## src/hw/rms_pkg.sv

```systemverilog
// constants, layouts and types of the radio mode sequencer
// assumes a 25 MHz pclk and an APB master with 32-bit data
// Functional notes
// with receive selector 101 a sync word match stops the sequencer and leaves the radio in receive.
// the first interval timer has a least duration of 64 us, the base unit of all timers.
// software sets the preamble receive timeout just long enough to catch a preamble.
// in listen use, reception starts are spaced by first plus second timer durations.
// in beacon use the radio enters transmit once per period and returns to idle after the packet is sent.
// with transmit selector 0 a packet sent event moves the sequencer to the low power choice.
// once running the sequencer loops until software writes the halt bit of config register one; the code also stops on a selected sync or preamble stop.
// with beacon enabled and a payload count below the fifo capacity the same payload is resent each period.
// in beacon use one transmission start follows another after first plus second timer durations.
// with no sync match by the end of the second timer the radio leaves receive and polling resumes.
// an idle state chosen as sleep keeps only the low power rc oscillator running.
// on start the sequencer passes the low power choice into idle, and a first timer expiry in idle enters receive or transmit;
//       the code goes straight to receive or transmit on start with start selector 01 or 10.
package rms_pkg;

  // timing
  localparam int PCLK_NS = 40;
  localparam int TICK_NS = 64000;
  localparam int TICK_CYC = (TICK_NS + PCLK_NS - 1) / PCLK_NS;
  localparam int FIFO_BYTES = 64;

  // register byte offsets
  localparam logic [7:0] OFS_SEQ_CFG1 = 8'h00;
  localparam logic [7:0] OFS_SEQ_CFG2 = 8'h04;
  localparam logic [7:0] OFS_FIRST_INTERVAL_TIMER = 8'h08;
  localparam logic [7:0] OFS_SECOND_INTERVAL_TIMER = 8'h0c;
  localparam logic [7:0] OFS_RX_TIMEOUT = 8'h10;
  localparam logic [7:0] OFS_PKT_CFG2 = 8'h14;
  localparam logic [7:0] OFS_STATUS = 8'h18;
  localparam logic [7:0] OFS_IRQ_STAT = 8'h1c;
  localparam logic [7:0] OFS_IRQ_MASK = 8'h20;

  // sequencer_config_reg_one fields
  localparam int B_SEQ_START = 0;
  localparam int B_SEQ_HALT = 1;
  localparam int B_IDLE_SLEEP = 2;
  localparam int B_START_SEL = 3;
  localparam int B_LOW_POWER = 5;
  localparam int B_IDLE_SEL = 6;
  // sequencer_config_reg_two fields
  localparam int B_RX_SEL = 0;
  localparam int B_RXTO_SEL = 3;
  localparam int B_TX_SEL = 5;
  // packet_config_reg_two fields
  localparam int B_BEACON = 0;
  localparam int B_PAYLOAD = 8;

  // reset values
  localparam logic RST_IDLE_SLEEP = 1'b1;
  localparam logic [1:0] RST_START_SEL = 2'h0;
  localparam logic RST_LOW_POWER = 1'b1;
  localparam logic RST_IDLE_SEL = 1'b1;
  localparam logic [2:0] RST_RX_SEL = 3'h0;
  localparam logic [1:0] RST_RXTO_SEL = 2'h0;
  localparam logic RST_TX_SEL = 1'b0;
  localparam logic [7:0] RST_TIMER = 8'h01;
  localparam logic RST_BEACON = 1'b0;
  localparam logic [7:0] RST_PAYLOAD = 8'h00;
  localparam logic [4:0] RST_IRQ_MASK = 5'h00;

  // selector codes
  localparam logic [2:0] RX_STOP_SYNC = 3'h5;
  localparam logic [2:0] RX_STOP_PREAMBLE = 3'h6;
  localparam logic [1:0] RXTO_RX = 2'h0;
  localparam logic [1:0] RXTO_TX = 2'h1;
  localparam logic [1:0] RXTO_LOWPWR = 2'h2;
  localparam logic [1:0] START_RX = 2'h1;
  localparam logic [1:0] START_TX = 2'h2;

  // interrupt status bits
  localparam int EV_TX_DONE = 0;
  localparam int EV_SYNC = 1;
  localparam int EV_PREAMBLE = 2;
  localparam int EV_RX_END = 3;
  localparam int EV_SEQ_OFF = 4;
  localparam int EV_NUM = 5;

  typedef enum logic [4:0] {
    RMS_OFF = 5'b00001,
    RMS_LOWPWR = 5'b00010,
    RMS_IDLE = 5'b00100,
    RMS_RX = 5'b01000,
    RMS_TX = 5'b10000
  } rms_state_e;

  typedef enum logic [1:0] {
    RMS_SLEEP = 2'b00,
    RMS_STBY = 2'b01,
    RMS_MRX = 2'b10,
    RMS_MTX = 2'b11
  } rms_mode_e;

  typedef struct packed {
    logic idle_state_select;
    logic [1:0] start_transition_sel;
    logic low_power_choice;
    logic idle_transition_sel;
    logic [2:0] receive_transition_sel;
    logic [1:0] rx_timeout_transition_sel;
    logic transmit_transition_sel;
    logic [7:0] first_interval_timer;
    logic [7:0] second_interval_timer;
    logic [7:0] receive_timeout;
    logic periodic_beacon_enable;
    logic [7:0] payload_byte_count;
  } rms_cfg_s;

endpackage

```

## src/hw/rms_sequencer.sv

```systemverilog
// top of the radio mode sequencer with its apb register file
// assumes radio events are one-cycle pulses synchronous to pclk
`timescale 1ns/100ps
module rms_sequencer #(
  parameter int TICK_CYCLES = rms_pkg::TICK_CYC,
  parameter int FIFO_DEPTH = rms_pkg::FIFO_BYTES
) (
  input wire logic pclk,
  input wire logic presetn,
  input wire logic pclken,
  input wire logic psel,
  input wire logic penable,
  input wire logic pwrite,
  input wire logic [7:0] paddr,
  input wire logic [31:0] pwdata,
  output logic [31:0] prdata,
  output logic pready,
  output logic pslverr,
  input wire logic preamble_found,
  input wire logic sync_word_match,
  input wire logic packet_done_tx,
  output rms_pkg::rms_mode_e radio_mode,
  output logic rc_osc_only,
  output logic fifo_rewind,
  output logic seq_running,
  output logic irq
);
  rms_pkg::rms_cfg_s cfg_reg;
  rms_pkg::rms_state_e st_reg;
  rms_pkg::rms_state_e st_next;
  rms_pkg::rms_mode_e mode_reg;
  rms_pkg::rms_mode_e mode_next;
  logic rc_only_reg;
  logic rewind_reg;
  logic [4:0] mask_reg;
  logic [31:0] prdata_reg;
  logic slverr_reg;
  logic [15:0] presc_reg;
  logic [rms_pkg::EV_NUM-1:0] ev_flags;
  logic t1_exp;
  logic t2_exp;
  logic rxto_exp;
  logic t1_run;
  logic t2_run;
  // apb decode
  wire logic setup = psel && !penable;
  wire logic wr = psel && penable && pwrite && pclken;
  wire logic wr_cfg1 = wr && paddr == rms_pkg::OFS_SEQ_CFG1;
  wire logic wr_cfg2 = wr && paddr == rms_pkg::OFS_SEQ_CFG2;
  wire logic wr_t1 = wr && paddr == rms_pkg::OFS_FIRST_INTERVAL_TIMER;
  wire logic wr_t2 = wr && paddr == rms_pkg::OFS_SECOND_INTERVAL_TIMER;
  wire logic wr_rxto = wr && paddr == rms_pkg::OFS_RX_TIMEOUT;
  wire logic wr_pkt = wr && paddr == rms_pkg::OFS_PKT_CFG2;
  wire logic wr_stat = wr && paddr == rms_pkg::OFS_IRQ_STAT;
  wire logic wr_mask = wr && paddr == rms_pkg::OFS_IRQ_MASK;
  wire logic start_wr = wr_cfg1 && pwdata[rms_pkg::B_SEQ_START];
  wire logic halt_wr = wr_cfg1 && pwdata[rms_pkg::B_SEQ_HALT];
  wire logic mapped = paddr == rms_pkg::OFS_SEQ_CFG1 || paddr == rms_pkg::OFS_SEQ_CFG2 ||
                      paddr == rms_pkg::OFS_FIRST_INTERVAL_TIMER || paddr == rms_pkg::OFS_SECOND_INTERVAL_TIMER ||
                      paddr == rms_pkg::OFS_RX_TIMEOUT || paddr == rms_pkg::OFS_PKT_CFG2 ||
                      paddr == rms_pkg::OFS_STATUS || paddr == rms_pkg::OFS_IRQ_STAT ||
                      paddr == rms_pkg::OFS_IRQ_MASK;

  wire logic [31:0] rd_cfg1 = {25'h0, cfg_reg.idle_transition_sel, cfg_reg.low_power_choice,
                               cfg_reg.start_transition_sel, cfg_reg.idle_state_select, 2'h0};
  wire logic [31:0] rd_cfg2 = {26'h0, cfg_reg.transmit_transition_sel,
                               cfg_reg.rx_timeout_transition_sel, cfg_reg.receive_transition_sel};
  wire logic [31:0] rd_pkt = {16'h0, cfg_reg.payload_byte_count, 7'h0,
                              cfg_reg.periodic_beacon_enable};
  wire logic [31:0] rd_stat = {24'h0, seq_running, st_reg, mode_reg};
  wire logic [31:0] rd_mux =
    (paddr == rms_pkg::OFS_SEQ_CFG1) ? rd_cfg1 :
    (paddr == rms_pkg::OFS_SEQ_CFG2) ? rd_cfg2 :
    (paddr == rms_pkg::OFS_FIRST_INTERVAL_TIMER) ? {24'h0, cfg_reg.first_interval_timer} :
    (paddr == rms_pkg::OFS_SECOND_INTERVAL_TIMER) ? {24'h0, cfg_reg.second_interval_timer} :
    (paddr == rms_pkg::OFS_RX_TIMEOUT) ? {24'h0, cfg_reg.receive_timeout} :
    (paddr == rms_pkg::OFS_PKT_CFG2) ? rd_pkt :
    (paddr == rms_pkg::OFS_STATUS) ? rd_stat :
    (paddr == rms_pkg::OFS_IRQ_STAT) ? {27'h0, ev_flags} :
    (paddr == rms_pkg::OFS_IRQ_MASK) ? {27'h0, mask_reg} : 32'h0;

  // read data is caught in setup so the answer comes from flops
  always_ff @(posedge pclk or negedge presetn) begin
    if (!presetn) begin
      prdata_reg <= 32'h0;
      slverr_reg <= 1'b0;
    end else if (pclken && setup) begin
      prdata_reg <= rd_mux;
      slverr_reg <= !mapped;
    end
  end
  assign prdata = prdata_reg;
  assign pslverr = slverr_reg && psel && penable;
  assign pready = psel && penable && pclken;
  always_ff @(posedge pclk or negedge presetn) begin
    if (!presetn) begin
      cfg_reg.idle_state_select <= rms_pkg::RST_IDLE_SLEEP;
      cfg_reg.start_transition_sel <= rms_pkg::RST_START_SEL;
      cfg_reg.low_power_choice <= rms_pkg::RST_LOW_POWER;
      cfg_reg.idle_transition_sel <= rms_pkg::RST_IDLE_SEL;
      cfg_reg.receive_transition_sel <= rms_pkg::RST_RX_SEL;
      cfg_reg.rx_timeout_transition_sel <= rms_pkg::RST_RXTO_SEL;
      cfg_reg.transmit_transition_sel <= rms_pkg::RST_TX_SEL;
      cfg_reg.first_interval_timer <= rms_pkg::RST_TIMER;
      cfg_reg.second_interval_timer <= rms_pkg::RST_TIMER;
      cfg_reg.receive_timeout <= rms_pkg::RST_TIMER;
      cfg_reg.periodic_beacon_enable <= rms_pkg::RST_BEACON;
      cfg_reg.payload_byte_count <= rms_pkg::RST_PAYLOAD;
      mask_reg <= rms_pkg::RST_IRQ_MASK;
    end else begin
      if (wr_cfg1) begin
        cfg_reg.idle_state_select <= pwdata[rms_pkg::B_IDLE_SLEEP];
        cfg_reg.start_transition_sel <= pwdata[rms_pkg::B_START_SEL +: 2];
        cfg_reg.low_power_choice <= pwdata[rms_pkg::B_LOW_POWER];
        cfg_reg.idle_transition_sel <= pwdata[rms_pkg::B_IDLE_SEL];
      end
      if (wr_cfg2) begin
        cfg_reg.receive_transition_sel <= pwdata[rms_pkg::B_RX_SEL +: 3];
        cfg_reg.rx_timeout_transition_sel <= pwdata[rms_pkg::B_RXTO_SEL +: 2];
        cfg_reg.transmit_transition_sel <= pwdata[rms_pkg::B_TX_SEL];
      end
      if (wr_t1) begin
        cfg_reg.first_interval_timer <= pwdata[7:0];
      end
      if (wr_t2) begin
        cfg_reg.second_interval_timer <= pwdata[7:0];
      end
      if (wr_rxto) begin
        cfg_reg.receive_timeout <= pwdata[7:0];
      end
      if (wr_pkt) begin
        cfg_reg.periodic_beacon_enable <= pwdata[rms_pkg::B_BEACON];
        cfg_reg.payload_byte_count <= pwdata[rms_pkg::B_PAYLOAD +: 8];
      end
      if (wr_mask) begin
        mask_reg <= pwdata[4:0];
      end
    end
  end

  // 64 us base tick, aligned to the sequencer start
  wire logic running = st_reg != rms_pkg::RMS_OFF;
  wire logic tick = running && presc_reg == 16'(TICK_CYCLES - 1);
  always_ff @(posedge pclk or negedge presetn) begin
    if (!presetn) begin
      presc_reg <= 16'h0;
    end else if (pclken) begin
      presc_reg <= (!running || tick) ? 16'h0 : presc_reg + 16'h1;
    end
  end

  wire logic seq_go = !running && st_next != rms_pkg::RMS_OFF;
  wire logic seq_stop = st_next == rms_pkg::RMS_OFF;
  wire logic rx_end = st_reg == rms_pkg::RMS_RX && ((rxto_exp && !preamble_found) || t2_exp);
  wire logic rx_enter = st_next == rms_pkg::RMS_RX && (st_reg != rms_pkg::RMS_RX || rx_end);

  // period is first plus second timer
  rms_timer #(.W(8)) u_first_interval_timer (
    .pclk(pclk),
    .presetn(presetn),
    .pclken(pclken),
    .tick(tick),
    .start(seq_go || t2_exp),
    .stop(seq_stop),
    .load(cfg_reg.first_interval_timer),
    .expire(t1_exp),
    .running(t1_run)
  );
  rms_timer #(.W(8)) u_second_interval_timer (
    .pclk(pclk),
    .presetn(presetn),
    .pclken(pclken),
    .tick(tick),
    .start(t1_exp),
    .stop(seq_stop),
    .load(cfg_reg.second_interval_timer),
    .expire(t2_exp),
    .running(t2_run)
  );
  // preamble timeout, stopped once a preamble is seen
  rms_timer #(.W(8)) u_rx_timeout (
    .pclk(pclk),
    .presetn(presetn),
    .pclken(pclken),
    .tick(tick),
    .start(rx_enter),
    .stop(seq_stop || st_next != rms_pkg::RMS_RX || preamble_found),
    .load(cfg_reg.receive_timeout),
    .expire(rxto_exp),
    .running()
  );

  wire logic rx_stop = (cfg_reg.receive_transition_sel == rms_pkg::RX_STOP_SYNC &&
                        sync_word_match) ||
                       (cfg_reg.receive_transition_sel == rms_pkg::RX_STOP_PREAMBLE &&
                        preamble_found);
  always_comb begin
    st_next = st_reg;
    if (halt_wr) begin
      // the halt bit ends the loop from any state
      st_next = rms_pkg::RMS_OFF;
    end else begin
      case (st_reg)
        rms_pkg::RMS_OFF: begin
          if (start_wr) begin
            if (cfg_reg.start_transition_sel == rms_pkg::START_RX) begin
              st_next = rms_pkg::RMS_RX;
            end else if (cfg_reg.start_transition_sel == rms_pkg::START_TX) begin
              st_next = rms_pkg::RMS_TX;
            end else begin
              st_next = rms_pkg::RMS_LOWPWR;
            end
          end
        end
        rms_pkg::RMS_LOWPWR: begin
          // low power choice into idle
          st_next = cfg_reg.low_power_choice ? rms_pkg::RMS_IDLE : rms_pkg::RMS_OFF;
        end
        rms_pkg::RMS_IDLE: begin
          // first timer wakes idle
          if (t1_exp) begin
            st_next = cfg_reg.idle_transition_sel ? rms_pkg::RMS_RX : rms_pkg::RMS_TX;
          end
        end
        rms_pkg::RMS_RX: begin
          if (rx_stop) begin
            // selected sync or preamble match stops sequencer
            st_next = rms_pkg::RMS_OFF;
          end else if (rx_end) begin
            // timeout resumes polling
            case (cfg_reg.rx_timeout_transition_sel)
              rms_pkg::RXTO_RX: st_next = rms_pkg::RMS_RX;
              rms_pkg::RXTO_TX: st_next = rms_pkg::RMS_TX;
              rms_pkg::RXTO_LOWPWR: st_next = rms_pkg::RMS_LOWPWR;
              default: st_next = rms_pkg::RMS_OFF;
            endcase
          end
        end
        rms_pkg::RMS_TX: begin
          // packet sent goes to low power, or to receive with transmit selector 1
          if (packet_done_tx) begin
            st_next = cfg_reg.transmit_transition_sel ? rms_pkg::RMS_RX : rms_pkg::RMS_LOWPWR;
          end
        end
        default: st_next = rms_pkg::RMS_OFF;
      endcase
    end
  end

  // radio mode holds through low power step and after a stop
  assign mode_next =
    (st_next == rms_pkg::RMS_IDLE) ?
      (cfg_reg.idle_state_select ? rms_pkg::RMS_SLEEP : rms_pkg::RMS_STBY) :
    (st_next == rms_pkg::RMS_RX) ? rms_pkg::RMS_MRX :
    (st_next == rms_pkg::RMS_TX) ? rms_pkg::RMS_MTX : mode_reg;

  wire logic tx_enter = st_next == rms_pkg::RMS_TX && st_reg != rms_pkg::RMS_TX;
  wire logic beacon_ok = cfg_reg.periodic_beacon_enable &&
                         32'(cfg_reg.payload_byte_count) < 32'(FIFO_DEPTH);

  always_ff @(posedge pclk or negedge presetn) begin
    if (!presetn) begin
      st_reg <= rms_pkg::RMS_OFF;
      mode_reg <= rms_pkg::RMS_SLEEP;
      rc_only_reg <= 1'b0;
      rewind_reg <= 1'b0;
    end else if (pclken) begin
      st_reg <= st_next;
      mode_reg <= mode_next;
      // sleep idle keeps only rc oscillator
      rc_only_reg <= st_next == rms_pkg::RMS_IDLE && cfg_reg.idle_state_select;
      // rewind fifo to resend payload
      rewind_reg <= tx_enter && beacon_ok;
    end
  end

  assign radio_mode = mode_reg;
  assign rc_osc_only = rc_only_reg;
  assign fifo_rewind = rewind_reg;
  assign seq_running = running;

  wire logic [rms_pkg::EV_NUM-1:0] ev_set = {
    running && seq_stop,
    rx_end,
    st_reg == rms_pkg::RMS_RX && preamble_found,
    st_reg == rms_pkg::RMS_RX && sync_word_match,
    st_reg == rms_pkg::RMS_TX && packet_done_tx
  };

  rms_sticky #(.W(rms_pkg::EV_NUM)) u_events (
    .pclk(pclk),
    .presetn(presetn),
    .set(pclken ? ev_set : '0),
    .clr(wr_stat ? pwdata[rms_pkg::EV_NUM-1:0] : '0),
    .flags(ev_flags)
  );
  assign irq = |(ev_flags & mask_reg);
endmodule

```

## src/hw/rms_timer.sv

```systemverilog
// interval timer counting base ticks
// assumes tick spans one enabled cycle; the clock enable gates it here
`timescale 1ns/100ps
module rms_timer #(
  parameter int W = 8
) (
  input wire logic pclk,
  input wire logic presetn,
  input wire logic pclken,
  input wire logic tick,
  input wire logic start,
  input wire logic stop,
  input wire logic [W-1:0] load,
  output logic expire,
  output logic running
);
  logic [W-1:0] cnt_reg;
  logic [W-1:0] cnt_next;
  wire logic [W-1:0] load_min = (load == '0) ? W'(1) : load;

  // zero is treated as one unit, the shortest duration
  assign cnt_next = stop ? '0 : start ? load_min :
                    (tick && cnt_reg != '0) ? cnt_reg - W'(1) : cnt_reg;
  // no start or stop term, so no loop through the state logic
  assign expire = pclken && tick && cnt_reg == W'(1);
  assign running = cnt_reg != '0;

  always_ff @(posedge pclk or negedge presetn) begin
    if (!presetn) begin
      cnt_reg <= '0;
    end else if (pclken) begin
      cnt_reg <= cnt_next;
    end
  end
endmodule

```

## src/hw/rms_sticky.sv

```systemverilog
// sticky event bits, write one to clear
// assumes set and clear are already qualified by the clock enable
`timescale 1ns/100ps
module rms_sticky #(
  parameter int W = 5
) (
  input wire logic pclk,
  input wire logic presetn,
  input wire logic [W-1:0] set,
  input wire logic [W-1:0] clr,
  output logic [W-1:0] flags
);
  logic [W-1:0] flags_reg;

  // a set in the clearing cycle wins, so no event is lost
  always_ff @(posedge pclk or negedge presetn) begin
    if (!presetn) begin
      flags_reg <= '0;
    end else begin
      flags_reg <= (flags_reg & ~clr) | set;
    end
  end
  assign flags = flags_reg;
endmodule

```

## config.mk

```make
export PLATFORM = sky130hd
export DESIGN_NAME = rms_sequencer
export DESIGN_NICKNAME = d
export VERILOG_FILES = /design/src/hw/rms_pkg.sv /design/src/hw/rms_sequencer.sv /design/src/hw/rms_timer.sv /design/src/hw/rms_sticky.sv
export SDC_FILE = /design/constraint.sdc
export NUM_CORES = 1
export LEC_CHECK = 0
export BUFFER_PORTS_ARGS = -buffer_cell sky130_fd_sc_hd__buf_2
export CORE_ASPECT_RATIO = 0.75
export CORE_UTILIZATION = 59
export CTS_CLUSTER_SIZE = 20
export DETAILED_ROUTE_END_ITERATION = 8
export GPL_TIMING_DRIVEN = 0
export PLACE_DENSITY = 0.9
export SLEW_MARGIN = 30
export SYNTH_ARGS = -nofsm -noshare
export SYNTH_HDL_FRONTEND = slang
export SYNTH_HIERARCHICAL = 1
export SYNTH_SLANG_ARGS = --single-unit
```

## constraint.sdc

```tcl
create_clock -name pclk -period 5.7 [get_ports pclk]
set_input_delay 1.14 -clock pclk [delete_from_list [all_inputs] [get_ports pclk]]
set_output_delay 1.14 -clock pclk [all_outputs]
set_load 0.1 [all_outputs]
```

==> results of run 1 <==
## layout make-up
| class | instances | area, um2 |
|---|---|---|
| clock inverters | 10 | 128 |
| repair buffers | 57 | 318 |
| flip-flops and latches | 120 | 3010 |
| multi-input cells | 528 | 3690 |
| plain buffers | 37 | 209 |
| clock buffers | 21 | 450 |
| inverters | 24 | 90.1 |
| well taps | 157 | 196 |
| fillers | 774 | 3100 |
## metrics by stage
step	util [%]	instances
floorplan	-	709
global placement	66.6	922
detailed placement	67.1	923
CTS	72.2	954
global route	72.3	954
finish	72.3	954
## power breakdown
group,switching [W],internal [W],total [W]
Combinational,0.000306,0.000152,0.000458
Clock,0.000372,0.000691,0.00106
Sequential,0.0000394,0.000885,0.000924
Total,0.000717,0.00173,0.00244
## per-layer routing
layer	vias up	track usage (%)
li1	2729	-
met1	3085	48.4
met2	319	52.8
met3	34	8.45
met4	0	11.4
met5	-	0
## worst max path at each step
stage / start / end / slack [ns] / cells past startpoint
CTS: presc_reg[0] / u_rx_timeout/cnt_reg[6] / 0.29 / 17
global placement: presc_reg[0] / u_rx_timeout/cnt_reg[6] / 0.41 / 17
floorplan: presc_reg[0] / u_rx_timeout/cnt_reg[6] / 1.59 / 18
finish: presc_reg[0] / u_rx_timeout/cnt_reg[6] / 0.21 / 17
detailed placement: presc_reg[0] / u_rx_timeout/cnt_reg[6] / 0.36 / 17
global route: presc_reg[0] / u_rx_timeout/cnt_reg[6] / 0.07 / 17
## logic make-up after synthesis
logic type | count (synthesis) | share of synthesized area, %
other | 1 | 0.0542
buffers and inverters | 61 | 4.32
multiplexers | 56 | 9.06
AO/OA/AOI/OAI | 166 | 15.6
flip-flops | 120 | 43.5
AND/OR/NAND/NOR | 261 | 23.1
XOR/XNOR | 17 | 2.15
adder cells (fa/ha/maj) | 12 | 2.17
## timing repair
item	CTS	global route
setup endpoints to repair	0	3
gates resized for setup	0	1
endpoints found under the hold margin	0	0
hold buffers	0	0
## cells in the mapped netlist (6+ instances only)
cell type,number
and2_1,8
nor4b_1,8
a22oi_1,6
xnor2_1,9
dfrtp_1,113
and3_1,18
nand3_1,11
a21o_1,6
nand2_1,62
buf_4,16
inv_1,23
nor2_1,46
nor3_1,7
nand4_1,8
a21oi_1,43
o21ai_0,42
or3b_1,6
mux2_2,53
nand2b_1,10
nor4_1,13
xor2_1,8
dfstp_2,7
clkbuf_1,18
o22ai_1,7
ha_1,12
a221o_1,6
## worst register-to-register path, stage by stage, from the launching register on
cell and delay (ns):
dfrtp_1 0.39, ha_1 0.18, and3_1 0.20, and3_1 0.23, nand4_1 0.16, nor2_2 0.45, nand2_1 0.22, nor4bb_1 0.48
and2_1 0.23, nor2b_1 0.29, nor2_1 0.12, a21oi_1 0.31, o211ai_1 0.24, nand4bb_1 0.36, or2_2 0.40, o21ai_0 0.53
or3b_1 0.41, a32o_1 0.20
==> results.cfg, run 1 <==
[placed_design]
gp_congestion = 1.04
pre_cts_slack_ns = 0.357
portBuffers = 56
placed_cell_area_um2 = 7500
dpl.hpwl_um = 14400

[sta]
layout_setup_ws_ns = 0.206
slew_headroom_pct = 49.1
final.min_clock_period_ns = 5.49
fin_crit_sh_pct = 96.4
holdWs_ns = 0.488
rsz0062_at_grt = no
final_max_slew_viol_count = 0
fmax_ghz = 0.182
setup_viol = 0
clock_skew_ns = 0.0101
worst_pin_slew_ns = 0.760
hold_violations = 0
setup-tns-final_ns = 0

[floorplanning]
rows = 33
die-area_um2 = 12200
die_w_um = 127
core_region_area_um2 = 11200
die_y_um = 95.8
ios = 89
start_util_pct = 61.9

[global_route]
track_usage_pct = 34.5
overflow = 0
grt_max_degree = 66
grt_pass1_vias = 5980
grt_pass1_wl_um = 31700
antenna_found_initial = 0

[worst_setup_path]
worst-path-buf-inv = 0
reg2reg_depth = 17
ff2ff_setup_slack_ns = 0.21
cp_max_fo = 6
r2r-start = presc_reg[0]
arrival_ns = 5.80
r2r_end = u_rx_timeout/cnt_reg[6]
path_cells = ha_1, and3_1, and3_1, nand4_1, nor2_2, nand2_1, nor4bb_1, and2_1, nor2b_1, nor2_1, a21oi_1, o211ai_1, nand4bb_1, or2_2, o21ai_0, or3b_1, a32o_1
cp-end-kind = flip-flop
crit_top_cell = and3_1
critPathKind = reg -> reg
required_ns = 6.00
critical-path-max-stage-delay_ns = 0.53
path_delay_family = simple AND/OR/NAND/NOR gates
start_kind = flip-flop
slowest_stage = o21ai_0

[cts]
cts_buffers = 17
cts_sinks = 120
clockBufferDepth = 2
path_clk_slew_ns = 0.05
cts_setup_buffers = 0
clock-root-buffer = clkbuf_16
h-tree-depth = 4
cts_tree = built
clk_latency_ns = 0.41

[route]
first_iter_violations = 702
wire_per_inst_um = 21.0
dr.pass1.iters = 6
wirelength_um = 20000
wl_met3_um = 1760
viasPerCell = 6.46
wl_met1_um = 8900
num_vias = 6167
met2WireLength_um = 9000
top_layer = met4
drc = 0
ant_nets = 0

[power_and_ir_drop]
finalPower_w = 0.00244
power.leakage_nw = 3.78
power_density_nw_per_um2 = 302
ir_worst_vdd_mv = 0.241

[finish]
num-nets-final = 846
area_delta_synth_final_pct = 16.9
largest_register_ffs = 44
final_cell_mix = dfrtp_1 (113), nand2_1 (62), buf_2 (57)
layout-drive-gt1-share_pct = 25.8
n_antenna_cell = 0
layout_commonest_cell = dfrtp_1
finish.instance_area_um2 = 8090

[hold_path]
min_from = prdata[14]
whs_endpoint = prdata[14]
hold_path.class = reg -> reg
min_path_cells = 2

[synth]
synth_edf_count = 0
ys_ff_latch = 120
ys_seq_area_share_pct = 43.5
yosysWarnings = 6
syn_avg_cell_area_um2 = 9.97
post_synth_num_cell_types = 76
synth_area_um2 = 6920
synthArstFlopShare_pct = 100
netlist.area_leader.share_pct = 40.9
synthCells = 694
synth_ff_type = dfrtp_1
synth_area_leaders = dfrtp_1 (41%), mux2_2 (8.6%), nand2_1 (3.4%)
synth_largest_area_cell = dfrtp_1

[run_status]
status = complete, no violations

[run]
maxCapViolCount = 0
No activity file was read; power rests on OpenSTA's default activity.
==> run 2, diff against run 1 <==
--- a/config.mk
+++ b/config.mk
@@ -12,6 +12,7 @@
 export DETAILED_ROUTE_END_ITERATION = 8
 export GPL_TIMING_DRIVEN = 0
 export PLACE_DENSITY = 0.9
+export RECOVER_POWER = 25
 export SLEW_MARGIN = 30
 export SYNTH_ARGS = -nofsm -noshare
 export SYNTH_HDL_FRONTEND = slang
==> run 2 against run 1 <==
The run now ends with capacitance limit, slew limit left. Utilization down 0.30 points. Register-to-register slack improved by 0.05 ns. Sequential share of layout area grew 0.16 points. Largest cell class unchanged. Highest routed layer unchanged.
==> results.cfg, run 2 (synthesis gave the netlist of run 1 again) <==
[placed_design]
dpl.hpwl_um = 14400
gp_congestion = 1.04
pre_cts_slack_ns = 0.357
portBuffers = 56

[route]
met2WireLength_um = 9060
wirelength_um = 20000
num_vias = 6178
ant_nets = 0
drc = 0
top_layer = met4
wire_per_inst_um = 21.0
first_iter_violations = 691
dr.pass1.iters = 6
wl_met3_um = 1680
wl_met1_um = 8920
viasPerCell = 6.48

[worst_setup_path]
r2r-start = presc_reg[0]
path_cells = ha_1, and3_1, and3_1, nand4_1, nor2_2, nand2_1, nor4bb_1, and2_1, nor2b_1, nor2_1, a21oi_1, o211ai_1, nand4bb_1, or2_2, o21ai_0, or3b_1, a32o_1
r2r_end = u_rx_timeout/cnt_reg[6]
critPathKind = reg -> reg
slowest_stage = o21ai_0
start_kind = flip-flop
cp_max_fo = 6
reg2reg_depth = 17
ff2ff_setup_slack_ns = 0.26
crit_top_cell = and3_1
arrival_ns = 5.74
worst-path-buf-inv = 0
path_delay_family = simple AND/OR/NAND/NOR gates
cp-end-kind = flip-flop
required_ns = 6.00
critical-path-max-stage-delay_ns = 0.52

[power_and_ir_drop]
power.leakage_nw = 3.76
ir_worst_vdd_mv = 0.239
power_density_nw_per_um2 = 303

[global_route]
overflow = 0
grt_pass1_vias = 5980
track_usage_pct = 34.5
grt_pass1_wl_um = 31700
grt_max_degree = 66
antenna_found_initial = 0

[hold_path]
min_from = prdata[14]
whs_endpoint = prdata[14]
min_path_cells = 2
hold_path.class = reg -> reg

[run_status]
violations = capacitance limit, slew limit
status = finished, violations left

[finish]
n_antenna_cell = 0
final_cell_mix = dfrtp_1 (113), nand2_1 (62), buf_2 (57)
largest_register_ffs = 44
area_delta_synth_final_pct = 16.4
fin_util_pct = 72.0
fill_cells = 779
num-nets-final = 846
layout_commonest_cell = dfrtp_1
layout-drive-gt1-share_pct = 25.7

[floorplanning]
die_w_um = 127
start_util_pct = 61.9
die-area_um2 = 12200
die_y_um = 95.8
ios = 89
rows = 33
core_region_area_um2 = 11200

[cts]
cts_sinks = 120
cts_buffers = 17
clock-root-buffer = clkbuf_16
cts_tree = built
h-tree-depth = 4
clk_latency_ns = 0.41
path_clk_slew_ns = 0.05
hold_buffers = 0
clockBufferDepth = 2

[sta]
final.min_clock_period_ns = 5.44
layout_setup_ws_ns = 0.260
final_max_slew_viol_count = 123
setup_viol = 0
clock_skew_ns = 0.00954
fmax_ghz = 0.184
rsz0062_at_grt = no
setup-tns-final_ns = 0
slew_headroom_pct = -103
worst_pin_slew_ns = 3.05
fin_crit_sh_pct = 95.4
hold_violations = 0

[run]
maxCapViolCount = 2
## run 2: worst max path at each step
stage,slack [ns],end,cells after the start,from
after floorplan,1.59,u_rx_timeout/cnt_reg[6],18,presc_reg[0]
after global placement,0.41,u_rx_timeout/cnt_reg[6],17,presc_reg[0]
after detailed placement,0.36,u_rx_timeout/cnt_reg[6],17,presc_reg[0]
after CTS,0.29,u_rx_timeout/cnt_reg[6],17,presc_reg[0]
after global routing,0.07,u_rx_timeout/cnt_reg[6],17,presc_reg[0]
final,0.26,u_rx_timeout/cnt_reg[6],17,presc_reg[0]
## run 2: metal layers
| layer | track usage (%) | vias up |
|---|---|---|
| li1 | - | 2727 |
| met1 | 48.4 | 3098 |
| met2 | 52.8 | 311 |
| met3 | 8.45 | 42 |
| met4 | 11.4 | 0 |
| met5 | 0 | - |
## run 2: layout make-up
class	count	area (um2)	share of cell area (%)
plain buffers	37	209	2.59
clock buffers	21	450	5.59
clock inverters	10	128	1.58
inverters	24	90.1	1.12
multi-input cells	528	3690	45.8
flip-flops and latches	120	3010	37.4
well taps	157	196	2.44
repair buffers	57	284	3.53
## run 2: power breakdown
part	switching, W	leakage (nW)	total (W)	internal, W
Combinational	0.000306	1.85	0.000455	0.000149
Clock	0.000371	0.286	0.00106	0.000691
Sequential	0.0000396	1.62	0.000925	0.000885
## run 2: what timing repair did
item                       CTS  global route
buffers inserted             0             0
resized for setup            0             1
setup endpoints to repair    0             3
## run 2: worst min-delay path: stages, from the launching register on
cell     delay, ns
dfrtp_1       0.33
nand2_1       0.05
o21ai_0       0.06
## run 2: stage by stage
step | std cells | cell area (um2) | total power, W | hold WS [ns]
2_1_floorplan | 709 | 6980 | 0.00126 | 0.441
3_3_place_gp | 922 | 7450 | 0.00136 | 0.455
3_5_place_dp | 923 | 7500 | 0.00138 | 0.474
4_1_cts | 954 | 8080 | 0.00244 | 0.489
5_1_grt | 954 | 8060 | 0.00252 | 0.504
6_report | 954 | 8060 | 0.00244 | 0.488
==> run 3, diff against run 2 <==
--- a/config.mk
+++ b/config.mk
@@ -7,11 +7,11 @@
 export LEC_CHECK = 0
 export BUFFER_PORTS_ARGS = -buffer_cell sky130_fd_sc_hd__buf_2
 export CORE_ASPECT_RATIO = 0.75
-export CORE_UTILIZATION = 59
+export CORE_UTILIZATION = 63
 export CTS_CLUSTER_SIZE = 20
 export DETAILED_ROUTE_END_ITERATION = 8
 export GPL_TIMING_DRIVEN = 0
-export PLACE_DENSITY = 0.9
+export PLACE_DENSITY = 0.95
 export RECOVER_POWER = 25
 export SLEW_MARGIN = 30
 export SYNTH_ARGS = -nofsm -noshare
==> constraint.sdc (replaced) <==
create_clock -name pclk -period 7 [get_ports pclk]
set_input_delay 1.4 -clock pclk [delete_from_list [all_inputs] [get_ports pclk]]
set_output_delay 1.4 -clock pclk [all_outputs]
set_load 0.1 [all_outputs]
==> run 3 against run 2 <==
The run still ends with capacitance limit, slew limit left. Die area is 6.2% lower. Final cell count down 2.1%. Global-route usage up 4.2 points. Utilization is 4.9 points higher. Setup slack better by 0.80 ns. Flip-flop and latch count did not move. Maximum frequency is 8.4% lower. Count of clock-buffer cells in the layout down 2. Clock power down 16%. Critical path type unchanged. Critical endpoint unchanged. Largest cell class unchanged.
==> results.cfg, run 3 (synthesis gave the netlist of run 1 again) <==
[placed_design]
dp.cells = 902
portBuffers = 56
gp_congestion = 0.987
dpl.hpwl_um = 14300

[floorplanning]
die_w_um = 123
core_region_area_um2 = 10500
start_util_pct = 66.0
ios = 89
die-area_um2 = 11400
rows = 32
die_y_um = 92.8

[worst_setup_path]
cp_max_fo = 6
start_kind = flip-flop
required_ns = 7.31
reg2reg_depth = 17
path_cells = ha_1, and3_1, and3_1, nand4_1, nor2_1, nand2_1, nor4bb_1, and2_1, nor2b_1, nor2_1, a21oi_1, o211ai_1, nand4bb_1, or2_2, o21ai_0, or3b_1, a32o_1
r2r-start = presc_reg[0]
cp-end-kind = flip-flop
r2r_end = u_rx_timeout/cnt_reg[6]
critical-path-max-stage-delay_ns = 0.59
slowest_stage = nor2_1
ff2ff_setup_slack_ns = 1.06
arrival_ns = 6.25
critPathKind = reg -> reg

[power_and_ir_drop]
power.leakage_nw = 3.77
power_density_nw_per_um2 = 250
p_sw_share_pct = 31.2
internal-power_w = 0.00139
combinationalPowerShare_pct = 18.6
p_clk_share_pct = 44.2
switching_power_w = 0.000630
ir_worst_vdd_mv = 0.190
finalPower_w = 0.00202
pwr-share-seq_pct = 37.2

[route]
dr.pass1.iters = 5
wirelength_um = 21100
first_iter_violations = 1070
ant_nets = 0
drc = 0
num_vias = 6427
wire_per_inst_um = 22.6
viasPerCell = 6.88

[hold_path]
min_from = prdata[1]
whs_endpoint = prdata[1]
hold_path.class = reg -> reg
min_path_cells = 2

[run]
maxCapViolCount = 1

[finish]
num-nets-final = 846
layout.cells.non_filler = 934
area_delta_synth_final_pct = 16.6
largest_register_ffs = 44
multiInputGateArea_um2 = 3680
layout-drive-gt1-share_pct = 26.1
fill_cells = 693
final_cell_mix = dfrtp_1 (113), nand2_1 (62), buf_2 (57)
fin_util_pct = 76.9
area.sequential_um2 = 3010
layout_commonest_cell = dfrtp_1
n_antenna_cell = 0

[global_route]
track_usage_pct = 38.7
grt_pass1_vias = 6217
overflow = 0
grt_pass1_wl_um = 32800
grt_max_degree = 68
antenna_found_initial = 0

[sta]
clock_skew_ns = 0.0102
hold_violations = 0
holdWs_ns = 0.478
slew_headroom_pct = -146
final_max_slew_viol_count = 67
worst_pin_slew_ns = 3.68
fin_crit_sh_pct = 84.8
setup-tns-final_ns = 0
setup_viol = 0
fmax_ghz = 0.168
final.min_clock_period_ns = 5.94
rsz0062_at_grt = no

[cts]
clockBufferDepth = 2
hold_buffers = 0
path_clk_slew_ns = 0.06
cts_setup_buffers = 0
cts_resized = 0
clock-root-buffer = clkbuf_16
h-tree-depth = 4
cts_tree = built
cts_sinks = 120
cts_buffers = 17
clk_latency_ns = 0.43

[run_status]
status = finished, violations left
violations = capacitance limit, slew limit
-- run 3: critical path, delay by kind of cell, from the launching register on --
family | cells | cell delay, ns
AOI/OAI and AO/OA | 4 | 1.12
adders and majority gates | 1 | 0.20
DFF | 1 | 0.39
and+or+nand+nor | 12 | 4.11
-- run 3: how the worst max path moves through the flow --
stage | start | endpoint | slack [ns] | cells past startpoint
5_1_grt | presc_reg[0] | u_rx_timeout/cnt_reg[6] | 0.92 | 17
3_5_place_dp | presc_reg[0] | u_rx_timeout/cnt_reg[6] | 1.54 | 17
3_3_place_gp | pclken | u_rx_timeout/cnt_reg[6] | 1.65 | 12
2_1_floorplan | paddr[5] | u_rx_timeout/cnt_reg[6] | 2.67 | 10
4_1_cts | presc_reg[0] | u_rx_timeout/cnt_reg[6] | 1.44 | 17
6_report | presc_reg[0] | u_rx_timeout/cnt_reg[6] | 1.06 | 17
-- run 3: final cells by class --
type,count,share of cell area [%]
Buffer,37,2.59
Clock buffer,19,5.61
Clock inverter,13,1.78
Inverter,24,1.12
Multi-Input combinational cell,528,45.7
Sequential cell,120,37.3
Tap cell,136,2.11
Timing Repair Buffer,57,3.80
-- run 3: stage by stage --
step / instance area [um2] / setup slack, ns
3_3_place_gp: 7430 / 1.65
6_report: 8070 / 1.06
2_1_floorplan: 6980 / 2.67
5_1_grt: 8070 / 0.915
3_5_place_dp: 7470 / 1.54
4_1_cts: 8070 / 1.44
-- run 3: power groups by stage --
stage / Combinational (W) / Sequential [W] / Clock (W)
6_report: 0.000375 / 0.000752 / 0.000893
5_1_grt: 0.000401 / 0.000753 / 0.000922
4_1_cts: 0.000368 / 0.000750 / 0.000890
3_5_place_dp: 0.000362 / 0.000761 / 0
3_3_place_gp: 0.000347 / 0.000759 / 0
2_1_floorplan: 0.000246 / 0.000778 / 0
-- run 3: metal layers --
metal	up-vias	global-route usage (%)	part of all wire (%)	routed length, um
li1	2728	-	-	-
met1	3158	50.7	40	8440
met2	466	59.6	46	9630
met3	75	11.6	12	2440
met4	0	16.4	2.8	593
met5	-	0	0	0
